`config.mk`:
```
export PLATFORM = sky130hd
export DESIGN_NAME = sas_sequencer
export DESIGN_NICKNAME = d
export VERILOG_FILES = /design/src/logic/sas_fifo.v /design/src/logic/sas_sequencer.v
export VERILOG_INCLUDE_DIRS = /design/src /design/src/pkg
export SDC_FILE = /design/constraint.sdc
export NUM_CORES = 1
export LEC_CHECK = 0
export BUFFER_PORTS_ARGS = -buffer_cell sky130_fd_sc_hd__buf_4
export CORE_MARGIN = 10
export CORE_UTILIZATION = 30
export CTS_CLUSTER_SIZE = 10
export DETAILED_ROUTE_END_ITERATION = 10
export PLACE_DENSITY = 0.45
export SYNTH_ARGS = -nofsm -noshare
export SYNTH_HDL_FRONTEND = slang
export SYNTH_SLANG_ARGS = --single-unit
```
`constraint.sdc`:
```
create_clock -name ref_clk -period 6.1 [get_ports ref_clk]
set_input_delay 0.61 -clock ref_clk [delete_from_list [all_inputs] [get_ports ref_clk]]
set_output_delay 0.61 -clock ref_clk [all_outputs]
set_load 0.05 [all_outputs]
```
`src/pkg/sas_defines.vh`:
```
// Register offsets, field positions and FIFO sizing for the converter sequencer
`ifndef SAS_DEFINES_VH
`define SAS_DEFINES_VH

`define SAS_ADDR_W 6
`define SAS_REG_RESULT0 6'h00
`define SAS_REG_CTRL 6'h20
`define SAS_REG_CHEN 6'h24
`define SAS_REG_CMP 6'h28
`define SAS_REG_STATUS 6'h2c
`define SAS_REG_FIFO 6'h30

`define SAS_CTRL_EN 0
`define SAS_CTRL_MODE_LO 1
`define SAS_CTRL_MODE_HI 2
`define SAS_CTRL_TRGEN 3
`define SAS_CTRL_DIFF 4
`define SAS_CTRL_CH7BG 5
`define SAS_CTRL_CMPIE 6
`define SAS_CTRL_START 7
`define SAS_CTRL_CAL 8
`define SAS_CTRL_CH_LO 12
`define SAS_CTRL_CH_HI 14
`define SAS_CTRL_RESET 32'h0000_0000

`define SAS_MODE_SINGLE 2'h0
`define SAS_MODE_BURST 2'h1
`define SAS_MODE_SCAN 2'h2
`define SAS_MODE_CONT 2'h3

`define SAS_RES_VALID 16
`define SAS_RES_OVR 17

`define SAS_FIFO_DEPTH 16
`define SAS_FIFO_AW 4

`endif

```
`src/logic/sas_fifo.v`:
```
// Parameterised synchronous FIFO with valid and ready on both sides
module sas_fifo #(
  parameter WIDTH = 12,
  parameter DEPTH = 16,
  parameter AW = 4
)
(
  input wire ref_clk,
  input wire reset,
  input wire [WIDTH-1:0] in_data,
  input wire in_valid,
  output wire in_ready,
  output wire [WIDTH-1:0] out_data,
  output wire out_valid,
  input wire out_ready
);
  reg [WIDTH-1:0] mem [0:DEPTH-1];
  reg [AW:0] wr_ptr;
  reg [AW:0] rd_ptr;
  wire do_wr;
  wire do_rd;

  assign in_ready = (wr_ptr - rd_ptr) != DEPTH[AW:0];
  assign out_valid = wr_ptr != rd_ptr;
  assign out_data = mem[rd_ptr[AW-1:0]];
  assign do_wr = in_valid && in_ready;
  assign do_rd = out_valid && out_ready;

  always @(posedge ref_clk)
  begin
    if (do_wr)
      mem[wr_ptr[AW-1:0]] <= in_data;
  end

  always @(posedge ref_clk or posedge reset)
  begin
    if (reset)
    begin
      wr_ptr <= {(AW+1){1'b0}};
      rd_ptr <= {(AW+1){1'b0}};
    end
    else
    begin
      if (do_wr)
        wr_ptr <= wr_ptr + 1'b1;
      if (do_rd)
        rd_ptr <= rd_ptr + 1'b1;
    end
  end
endmodule

```
`src/logic/sas_sequencer.v`:
```
// Conversion sequencer, result registers and register port for the SAR core
//
// The implementer's own choices: the register addresses and the address-and-strobe port.
`include "sas_defines.vh"

// Contract
// - One converter, 12-bit results, eight channels
// - Eight single-ended or four differential pairs; scan modes still issue channels 4-7 with conv_diff set
// - Single mode converts selected channel once
// - Scan converts enabled channels ascending once
// - Continuous scan repeats until software stops
// - Burst converts one channel into FIFO
// - Writing start bit one begins conversion
// - External trigger pin also starts conversion
// - Per-channel result with valid and overrun
// - Compare result, optional interrupt on match
// - Channel 7 from pin or bandgap
// - Self-calibration runs before normal conversions
module sas_sequencer
(
  input wire ref_clk,
  input wire reset,
  input wire [5:0] addr,
  input wire [31:0] wdata,
  input wire wr,
  input wire rd,
  output reg [31:0] rdata,
  input wire external_trigger_pin,
  output reg conv_req,
  output reg cal_req,
  output reg [2:0] conv_chan,
  output reg conv_diff,
  output reg ch7_bandgap,
  input wire conv_done,
  input wire [11:0] conv_result,
  output reg cmp_irq
);
  localparam ST_IDLE = 2'h0;
  localparam ST_CAL = 2'h1;
  localparam ST_PICK = 2'h2;
  localparam ST_CONV = 2'h3;

  reg [1:0] state;
  reg [31:0] ctrl;
  reg [7:0] chen;
  reg [11:0] cmp_val;
  reg cmp_flag;
  reg cal_done;
  reg trig_d;
  reg [11:0] res_val [0:7];
  reg [7:0] res_valid;
  reg [7:0] res_ovr;
  reg [3:0] scan_pos;

  wire [1:0] mode;
  wire [2:0] sel_ch;
  wire trig_edge;
  wire start;
  wire stop;
  wire en_now;
  wire fifo_in_ready;
  wire [11:0] fifo_out_data;
  wire fifo_out_valid;
  wire fifo_pop;
  wire fifo_push;
  wire [7:0] rd_hit;
  reg [3:0] next_scan;
  reg found;
  integer k;

  assign mode = ctrl[`SAS_CTRL_MODE_HI:`SAS_CTRL_MODE_LO];
  // Differential mode only has four pairs, so the top select bit is dropped
  assign sel_ch = ctrl[`SAS_CTRL_DIFF] ?
                  {1'b0, ctrl[`SAS_CTRL_CH_LO+1:`SAS_CTRL_CH_LO]} :
                  ctrl[`SAS_CTRL_CH_HI:`SAS_CTRL_CH_LO];
  assign trig_edge = external_trigger_pin && !trig_d;
  assign start = (wr && addr == `SAS_REG_CTRL && wdata[`SAS_CTRL_START])
                 || (ctrl[`SAS_CTRL_TRGEN] && trig_edge);
  assign stop = wr && addr == `SAS_REG_CTRL && !wdata[`SAS_CTRL_EN];
  // A write that sets EN and START together must start at once
  assign en_now = (wr && addr == `SAS_REG_CTRL) ? wdata[`SAS_CTRL_EN]
                  : ctrl[`SAS_CTRL_EN];
  assign fifo_pop = rd && addr == `SAS_REG_FIFO;
  assign fifo_push = state == ST_CONV && conv_done
                     && mode == `SAS_MODE_BURST;

  sas_fifo #(
    .WIDTH(12),
    .DEPTH(`SAS_FIFO_DEPTH),
    .AW(`SAS_FIFO_AW)
  ) u_fifo (
    .ref_clk(ref_clk),
    .reset(reset),
    .in_data(conv_result),
    .in_valid(fifo_push),
    .in_ready(fifo_in_ready),
    .out_data(fifo_out_data),
    .out_valid(fifo_out_valid),
    .out_ready(fifo_pop)
  );

  // Lowest enabled channel at or above the current scan position
  always @*
  begin
    next_scan = 4'h8;
    found = 1'b0;
    for (k = 0; k < 8; k = k + 1)
    begin
      if (!found && chen[k] && k >= scan_pos)
      begin
        next_scan = k[3:0];
        found = 1'b1;
      end
    end
  end

  always @(posedge ref_clk or posedge reset)
  begin
    if (reset)
    begin
      state <= ST_IDLE;
      ctrl <= `SAS_CTRL_RESET;
      chen <= 8'h00;
      cmp_val <= 12'h000;
      cmp_flag <= 1'b0;
      cal_done <= 1'b0;
      trig_d <= 1'b0;
      scan_pos <= 4'h0;
      conv_req <= 1'b0;
      cal_req <= 1'b0;
      conv_chan <= 3'h0;
      conv_diff <= 1'b0;
      ch7_bandgap <= 1'b0;
      cmp_irq <= 1'b0;
    end
    else
    begin
      trig_d <= external_trigger_pin;
      conv_req <= 1'b0;
      cal_req <= 1'b0;
      conv_diff <= ctrl[`SAS_CTRL_DIFF];
      ch7_bandgap <= ctrl[`SAS_CTRL_CH7BG];
      cmp_irq <= cmp_flag && ctrl[`SAS_CTRL_CMPIE];
      if (wr && addr == `SAS_REG_CTRL)
        ctrl <= {wdata[31:8], 1'b0, wdata[6:0]};
      if (wr && addr == `SAS_REG_CHEN)
        chen <= wdata[7:0];
      if (wr && addr == `SAS_REG_CMP)
        cmp_val <= wdata[11:0];
      if (wr && addr == `SAS_REG_STATUS && wdata[0])
        cmp_flag <= 1'b0;
      if (wr && addr == `SAS_REG_CTRL && wdata[`SAS_CTRL_CAL])
        cal_done <= 1'b0;
      if (state == ST_CONV && conv_done && conv_result == cmp_val)
        cmp_flag <= 1'b1;
      case (state)
        ST_IDLE:
        begin
          if (wr && addr == `SAS_REG_CTRL && wdata[`SAS_CTRL_CAL])
          begin
            cal_req <= 1'b1;
            state <= ST_CAL;
          end
          else if (start && en_now && cal_done)
          begin
            scan_pos <= 4'h0;
            state <= ST_PICK;
          end
        end
        ST_CAL:
        begin
          if (conv_done)
          begin
            cal_done <= 1'b1;
            state <= ST_IDLE;
          end
        end
        ST_PICK:
        begin
          // The stop strobe may land mid-conversion, so the level is used too
          if (stop || !ctrl[`SAS_CTRL_EN])
            state <= ST_IDLE;
          else if (mode == `SAS_MODE_SINGLE || mode == `SAS_MODE_BURST)
          begin
            if (fifo_in_ready || mode == `SAS_MODE_SINGLE)
            begin
              conv_chan <= sel_ch;
              conv_req <= 1'b1;
              state <= ST_CONV;
            end
          end
          else if (next_scan[3])
          begin
            scan_pos <= 4'h0;
            if (mode == `SAS_MODE_SCAN)
              state <= ST_IDLE;
          end
          else
          begin
            conv_chan <= next_scan[2:0];
            scan_pos <= next_scan + 4'h1;
            conv_req <= 1'b1;
            state <= ST_CONV;
          end
        end
        ST_CONV:
        begin
          if (conv_done)
          begin
            if (mode == `SAS_MODE_SINGLE || stop || !ctrl[`SAS_CTRL_EN])
              state <= ST_IDLE;
            else
              state <= ST_PICK;
          end
        end
        default:
          state <= ST_IDLE;
      endcase
    end
  end

  genvar g;
  generate
    for (g = 0; g < 8; g = g + 1)
    begin : gen_res
      wire hit_wr;
      assign hit_wr = state == ST_CONV && conv_done && conv_chan == g
                      && mode != `SAS_MODE_BURST;
      assign rd_hit[g] = rd && addr == (`SAS_REG_RESULT0 + g * 4);
      always @(posedge ref_clk or posedge reset)
      begin
        if (reset)
        begin
          res_val[g] <= 12'h000;
          res_valid[g] <= 1'b0;
          res_ovr[g] <= 1'b0;
        end
        else if (hit_wr)
        begin
          res_val[g] <= conv_result;
          res_valid[g] <= 1'b1;
          res_ovr[g] <= res_valid[g] && !rd_hit[g];
        end
        else if (rd_hit[g])
        begin
          res_valid[g] <= 1'b0;
          res_ovr[g] <= 1'b0;
        end
      end
    end
  endgenerate

  always @(posedge ref_clk or posedge reset)
  begin
    if (reset)
      rdata <= 32'h0000_0000;
    else if (rd)
    begin
      rdata <= 32'h0000_0000;
      if (addr[5] == 1'b0 && addr[1:0] == 2'h0)
        rdata <= {14'h0000, res_ovr[addr[4:2]], res_valid[addr[4:2]],
                  4'h0, res_val[addr[4:2]]};
      else if (addr == `SAS_REG_CTRL)
        rdata <= ctrl;
      else if (addr == `SAS_REG_CHEN)
        rdata <= {24'h000000, chen};
      else if (addr == `SAS_REG_CMP)
        rdata <= {20'h00000, cmp_val};
      else if (addr == `SAS_REG_STATUS)
        rdata <= {24'h000000, fifo_in_ready, fifo_out_valid, cal_done,
                  (state != ST_IDLE), 3'h0, cmp_flag};
      else if (addr == `SAS_REG_FIFO)
        rdata <= {15'h0000, fifo_out_valid, 4'h0, fifo_out_data};
    end
  end
endmodule

```
==> summary.md, run 1 <==
| Metric | Value |
|---|---|
| Status | completed |
| Drt wl/cell | roughly 25 um |
| HPWL Detailed | ~34000 um |
| CP Launch Type | register |
| Relative slew slack | between 20 and 25% |
| Synth-to-Final Area Change | 16.8% |
| Async SR Flop Fraction | a little over half |
| Worst setup margin | approximately 2100 ps |
| Worst path bufs/invs | 1 |
| Placed Area | approximately 19000 um^2 |
| Clk_skew | 27.7 ps |
| # fillers | about 5600 |
| Most frequent cells in the layout | dfrtp_1, edfxtp_1, nand2_1 |
| Placed Cells | roughly 2000 |
| Multi-input gate area | just over 6000 um^2 |
| Root Buffer | clkbuf_16 |
| Crit. Startpoint | u_fifo.rd_ptr[2] |
| Origin of the critical flop-to-flop path | u_fifo.rd_ptr[2] |
| Worst reg2reg setup slack | 2100 ps |
| Max Clock Freq | around 250 MHz |
| Gate Count Post-Synth | ~1200 |
| Num CTS Buffers | 50 |
| Critical Path AT | approximately 4200 ps |
| Maximum capacitance violations | 0 |
| Worst ir drop on vdd | between 150 and 200 uV |
| # resized after CTS | 0 |
| Most common cell after layout, fill and taps aside | dfrtp_1 |
| Count of cell types in the netlist | 69 |
| Post-route cell area | approximately 21000 um^2 |
| Top cells by area, synth | edfxtp_1, dfrtp_1, mux4_2 |
| Hold Fails Final Rpt | 0 |
| Dominant cell type by area after synthesis | edfxtp_1 |
| Antenna violations before repair | 0 |
| Crit path capture | u_fifo.mem[13][3] |
| Final setup violation count | 0 |
| Number of buffers inserted by hold repair at cts | 0 |
| Die Area | 69700 um^2 |
| Pwr Total | just over 7 mW |
| Pre-CTS WS | 2130 ps |
| TNS Setup | 0 ps |
| DRC viols | 0 |
| DRT antenna net count | 0 |
| Ys flop type | dfrtp_1 |
| Number of cells on the critical path | 8 |
| Fin crit share | around two thirds |
| DRT Pass-1 Iters | 5 |
| Largest net degree at the start of global routing | 156 |
| First-pass GRT wire length | 76700 um |
| Layout cells sized above 1 | 29.8% |
| Worst hold margin | around 140 ps |
| Gpl congestion | between 0.8 and 0.9 |
| Worst R2R End | u_fifo.mem[13][3] |
| Register bit total from synthesis | between 400 and 500 |
| Leak pwr | between 8 and 9 nW |
| Remaining Overflow, GRT | 0 |
| Post-CTS setup buffer count | 0 |
| Slowest cell on crit path | nor2_1 |
| Sequential-to-total area share from yosys stat | a little under two thirds |
| Synth warn | 0 |
| Power Density | about 340 nW/um^2 |
| Die W | between 200 and 300 um |
| Top cell type's share of synthesized area | 32.3% |
| Fin cells | roughly 2100 |
| Starting Density | ~30% |
| GRT Total Usage | between 10 and 15% |
| N_diodes | 0 |
| TritonCTS Sinks | approximately 410 |
| RSZ-0062 raised after global routing | no |
| Number of I/O pins | 96 |
| Worst-path cell chain | inv_1 > ha_1 > and3b_1 > o211a_1 > o2111a_2 > nor3_4 > nand2_1 > nor2_1 |
| CTS tree | built |
| Crit-path max cell delay | 920 ps |
| Worst EP required | 6290 ps |
| Drt total wl | between 50000 and 60000 um |
| Hold Path Class | primary input to asynchronous set/reset pin |
| Mapped Nets | about 1200 |
| Final period demand of the worst path | approximately 4000 ps |
| Worst-case clock buffer depth | 3 |
| Worst Reg-to-Reg Cells | 8 |
| Post-synth EDFFs | between 150 and 200 |
| Clock Latency Late Sink | 590 ps |
| Port bufs | 95 |
| Top Family by Delay on Critical Path | simple AND/OR/NAND/NOR gates |
| Syn avg cell area | about 15 um^2 |
| Core box area | 58900 um^2 |
| CTS H-tree lvls | 2 |
| Reg area | 11300 um^2 |
| Slew @ Worst Pin | about 1100 ps |
| DR iter-0 viols | between 800 and 900 |
| Nets | roughly 1300 |
| Via count | roughly 10000 |
| Final core utilization | between 30% and 40% |
| Worst-path clk slew | 60 ps |
| CP Class | register to register |
| Vias/cell | 5.04 |
| Max Fanout on Critical Path | 16 |
| Worst setup EP type | register |
| Die Span Y | 264 um |
| Vias in the first global route | roughly 11000 |
| Max-slew violations | 0 |
| Synth Cell Area | 17800 um^2 |
| Rows | 89 |
-- metal layers --
layer	global-route usage (%)	routed length [um]	vias to the layer above
met3	3.05	2400	77
met4	4.42	1370	0
met2	23.2	24000	270
li1	-	-	4639
met1	19.6	23900	5505
met5	0	0	-
-- logic make-up (layout without fill, tap and decap cells) --
family | Yosys count | in the layout | synth area share [%]
muxes | 229 | 229 | 20.1
DFF | 414 | 414 | 63.4
xor gates and xnor gates | 24 | 24 | 1.26
buffers and inverters | 105 | 233 | 2.64
and+or+nand+nor | 276 | 276 | 7.21
AOI/OAI and AO/OA | 124 | 124 | 4.68
adders and majority gates | 10 | 10 | 0.701
-- area by class of cell --
cell class,instances,area share (%)
clock inverter,5,0.168
tap,773,4.64
sequential,414,54.3
clock buffer,83,6.89
timing repair buffer,111,4.06
inverter,34,0.630
multi-input combinational,663,29.3
-- how the worst min path moves through the flow --
stage / from / end / slack, ps / depth (start not counted)
2_1_floorplan: ctrl[5] / ch7_bandgap / 370 / 0
3_3_place_gp: ctrl[21] / ctrl[21] / 460 / 2
3_5_place_dp: ctrl[22] / ctrl[22] / 460 / 2
4_1_cts: external_trigger_pin / trig_d / 120 / 1
5_1_grt: external_trigger_pin / trig_d / 130 / 1
6_report: reset / conv_diff / 140 / 3
-- report_power, final --
| group | internal, mW | total, mW | leakage [nW] | switching [mW] |
|---|---|---|---|---|
| clock | 1.59 | 2.73 | 0.707 | 1.14 |
| sequential | 3.11 | 3.31 | 4.74 | 0.203 |
| combinational | 0.501 | 1.07 | 2.98 | 0.572 |
| total | 5.20 | 7.11 | 8.43 | 1.91 |
-- worst min-delay path: stages --
cell        delay (ps)
buf_4              120
clkinvlp_4          80
buf_12             430
-- synthesized netlist by cell type (4+ instances only) --
cell type  count
mux4_1        17
mux2_2       129
a21oi_1       15
nor3_1        10
and3b_1        5
mux2i_1       13
inv_1         34
nor2_1        39
o211ai_1       8
nand2_1      148
and2_1         5
o21ai_0       40
buf_1         15
edfxtp_1     192
nor4_1         4
dfrtp_1      222
mux4_2        68
nor2b_1        5
a41oi_1        7
nand3_1       26
a22oi_1        6
ha_1          10
xnor2_1       15
nand4_1        9
a222oi_1       4
a21o_1         9
xor2_1         8
o22ai_1        7
nand2b_1       6
buf_2         15
clkbuf_1      34
-- sequential cells by signal, indices dropped and copies added, names as in the netlist, 2 cells and up --
register       count
u_fifo.mem       192
res_val           96
rdata             32
ctrl              31
cmp_val           12
chen               8
res_ovr            8
res_valid          8
u_fifo.rd_ptr      5
u_fifo.wr_ptr      5
scan_pos           4
conv_chan          3
state              2
(Power assumes the default switching activity.)
==> inputs of run 2 (changes only) <==
==> constraint.sdc (replaced) <==
create_clock -name ref_clk -period 3.4 [get_ports ref_clk]
set_input_delay 0.34 -clock ref_clk [delete_from_list [all_inputs] [get_ports ref_clk]]
set_output_delay 0.34 -clock ref_clk [all_outputs]
set_load 0.05 [all_outputs]
==> run 2 against run 1 <==
  * Count of clock-buffer cells in the layout shrank 5
  * Critical path depth did not move
  * Worst setup slack got worse by 1700 ps
  * Largest cell class unchanged
  * Largest power group unchanged
==> summary.md, run 2 (same netlist as run 1, synthesis figures left out) <==
| Metric | Value |
|---|---|
| DRT Pass-1 Iters | 6 (was 5) |
| Number of cells on the critical path | 8 (unchanged) |
| Post-CTS setup buffer count | 0 (unchanged) |
| GRT Total Usage | 14.6% (about the same) |
| Synth-to-Final Area Change | 19.9% (was 16.8%) |
| Final core utilization | 36.3% (was 35.4%) |
| Rows | 89 (unchanged) |
| Top Family by Delay on Critical Path | simple AND/OR/NAND/NOR gates (unchanged) |
| N_diodes | 0 (unchanged) |
| Power Density | 592 nW/um^2 (was 341 nW/um^2) |
| Largest register FFs | 192 (unchanged) |
| Slowest cell on crit path | nor3_4 (was nor2_1) |
| Slew @ Worst Pin | 981 ps (was 1120 ps) |
| Remaining Overflow, GRT | 0 (unchanged) |
| Gpl congestion | 0.828 (was 0.809) |
| Largest net degree at the start of global routing | 54 (was 156) |
| Drt total wl | 51600 um (was 51700 um) |
| Worst path bufs/invs | 1 (unchanged) |
| Met3 WL post-DR | 2500 um (was 2400 um) |
| Post-route cell area | 21400 um^2 (was 20900 um^2) |
| Placed Area | 19700 um^2 (was 19400 um^2) |
| Core box area | 58900 um^2 (unchanged) |
| TNS Setup | 0 ps (unchanged) |
| Layout cells sized above 1 | 31.1% (was 29.8%) |
| Final period demand of the worst path | 3030 ps (was 4000 ps) |
| Root Buffer | clkbuf_16 (unchanged) |
| Worst Reg-to-Reg Cells | 8 (unchanged) |
| Met2 wire length | 24200 um (was 24000 um) |
| Worst EP required | 3620 ps (was 6290 ps) |
| Clk_skew | 14.9 ps (was 27.7 ps) |
| DRC viols | 0 (unchanged) |
| DR iter-0 viols | 907 (was 885) |
| First-pass GRT wire length | 76300 um (was 76700 um) |
| Final setup violation count | 0 (unchanged) |
| CTS H-tree lvls | 2 (unchanged) |
| RSZ-0062 raised after global routing | no (unchanged) |
| Hold Path Class | primary input to register (was primary input to asynchronous set/reset pin) |
| Via count | 10600 (was 10500) |
| Die Span Y | 264 um (unchanged) |
| Highest Signal Layer | met4 (unchanged) |
| CP Class | register to register (unchanged) |
| Worst hold margin | 28.4 ps (was 144 ps) |
| Die W | 264 um (unchanged) |
| Starting Density | 30.3% (unchanged) |
| Status | completed (unchanged) |
| Max Clock Freq | 330 MHz (was 250 MHz) |
| Nets | 1400 (was 1340) |
| Worst-path cell chain | inv_1 > ha_1 > and3b_1 > o211a_1 > o2111a_2 > nor3_4 > nand2_1 > nor3_4 (was inv_1 > ha_1 > and3b_1 > o211a_1 > o2111a_2 > nor3_4 > nand2_1 > nor2_1) |
| Clock Latency Late Sink | 590 ps (about the same) |
| Worst reg2reg setup slack | 370 ps (was 2100 ps) |
| CTS tree | built (unchanged) |
| Antenna violations before repair | 0 (unchanged) |
| Hold Fails Final Rpt | 0 (unchanged) |
| DRT met1 WL | 23600 um (was 23900 um) |
| Crit-path max cell delay | 600 ps (was 920 ps) |
| Port bufs | 95 (unchanged) |
| Die Area | 69700 um^2 (unchanged) |
| DRT antenna net count | 0 (unchanged) |
| Worst R2R End | u_fifo.mem[3][3] (was u_fifo.mem[13][3]) |
| Most frequent cells in the layout | dfrtp_1, edfxtp_1, nand2_1 (unchanged) |
| Max Fanout on Critical Path | 12 (was 16) |
| HPWL Detailed | 34000 um (was 33800 um) |
| Worst-path clk slew | 60 ps (about the same) |
| Crit path capture | u_fifo.mem[3][3] (was u_fifo.mem[13][3]) |
| Num CTS Buffers | 48 (was 50) |
| Worst setup EP type | register (unchanged) |
| TritonCTS Sinks | 414 (unchanged) |
| Maximum capacitance violations | 0 (unchanged) |
| Crit. Startpoint | u_fifo.rd_ptr[2] (unchanged) |
| Number of I/O pins | 96 (unchanged) |
| Relative slew slack | 34.5% (was 24.8%) |
| Worst-case clock buffer depth | 3 (unchanged) |
| Leak pwr | 8.70 nW (was 8.43 nW) |
| Critical Path AT | 3250 ps (was 4190 ps) |
| Vias/cell | 4.97 (was 5.04) |
| Origin of the critical flop-to-flop path | u_fifo.rd_ptr[2] (unchanged) |
| Fin crit share | 89.1% (was 65.6%) |
| Crit path top cell by count | nor3_4 |
| Drt wl/cell | 24.1 um (was 24.8 um) |
| CP Launch Type | register (unchanged) |
| Most common cell after layout, fill and taps aside | dfrtp_1 (unchanged) |
| Worst ir drop on vdd | 348 uV (was 177 uV) |
| Max-slew violations | 0 (unchanged) |
| Vias in the first global route | 11200 (was 11000) |
run 2: cell types whose count changed in the layout (fill, tap and decap cells not counted), sizes merged:
cell         change
clkbuf           -5
clkinvlp         -1
clkinv           -1
dlygate4sd3     +30
buf             +32
run 2: through the flow:
stage / total power, mW / cells / worst slack (ps)
6_report: 12.7 / 2138 / 371
2_1_floorplan: 7.28 / 1182 / -79.7
4_1_cts: 12.9 / 2138 / 367
3_5_place_dp: 8.02 / 2027 / 345
5_1_grt: 13.2 / 2138 / 239
3_3_place_gp: 8.01 / 2027 / 412
run 2: worst min-delay path, stage by stage:
cell and delay, ps:
buf_4 110, nand2_1 50, nand2_1 70
run 2: report_power, final:
group | internal (mW) | total, mW | leakage, nW | switching (mW)
sequential | 5.58 | 5.86 | 4.74 | 0.279
clock | 2.72 | 4.75 | 0.674 | 2.04
combinational | 0.956 | 2.07 | 3.29 | 1.12
run 2: area by class of cell:
type                       count  area, um^2
fill                        5587       37500
sequential                   414       11300
multi-input combinational    663        6140
timing repair buffer         173        1440
clock buffer                  78        1360
tap                          773         967
inverter                      34         131
clock inverter                 3        45.0
run 2: per-layer routing:
metal | up-vias | track usage [%]
met2 | 291 | 23.3
li1 | 4752 | -
met5 | - | 0
met4 | 0 | 4.76
met3 | 73 | 2.70
met1 | 5514 | 19.7
run 2: worst min path at each step:
stage,start,endpoint,depth (start not counted)
after CTS,wdata[4],cmp_val[4],2
after global routing,wdata[4],cmp_val[4],2
final,wdata[4],ctrl[4],3
after floorplan,external_trigger_pin,trig_d,0
after detailed placement,ctrl[23],ctrl[23],2
after global placement,ctrl[21],ctrl[21],2
run 2: timing repair:
| item | CTS | global route |
|---|---|---|
| resized for setup | 0 | 0 |
| hold buffers | 30 | 0 |
| hold endpoints to repair | 41 | 0 |
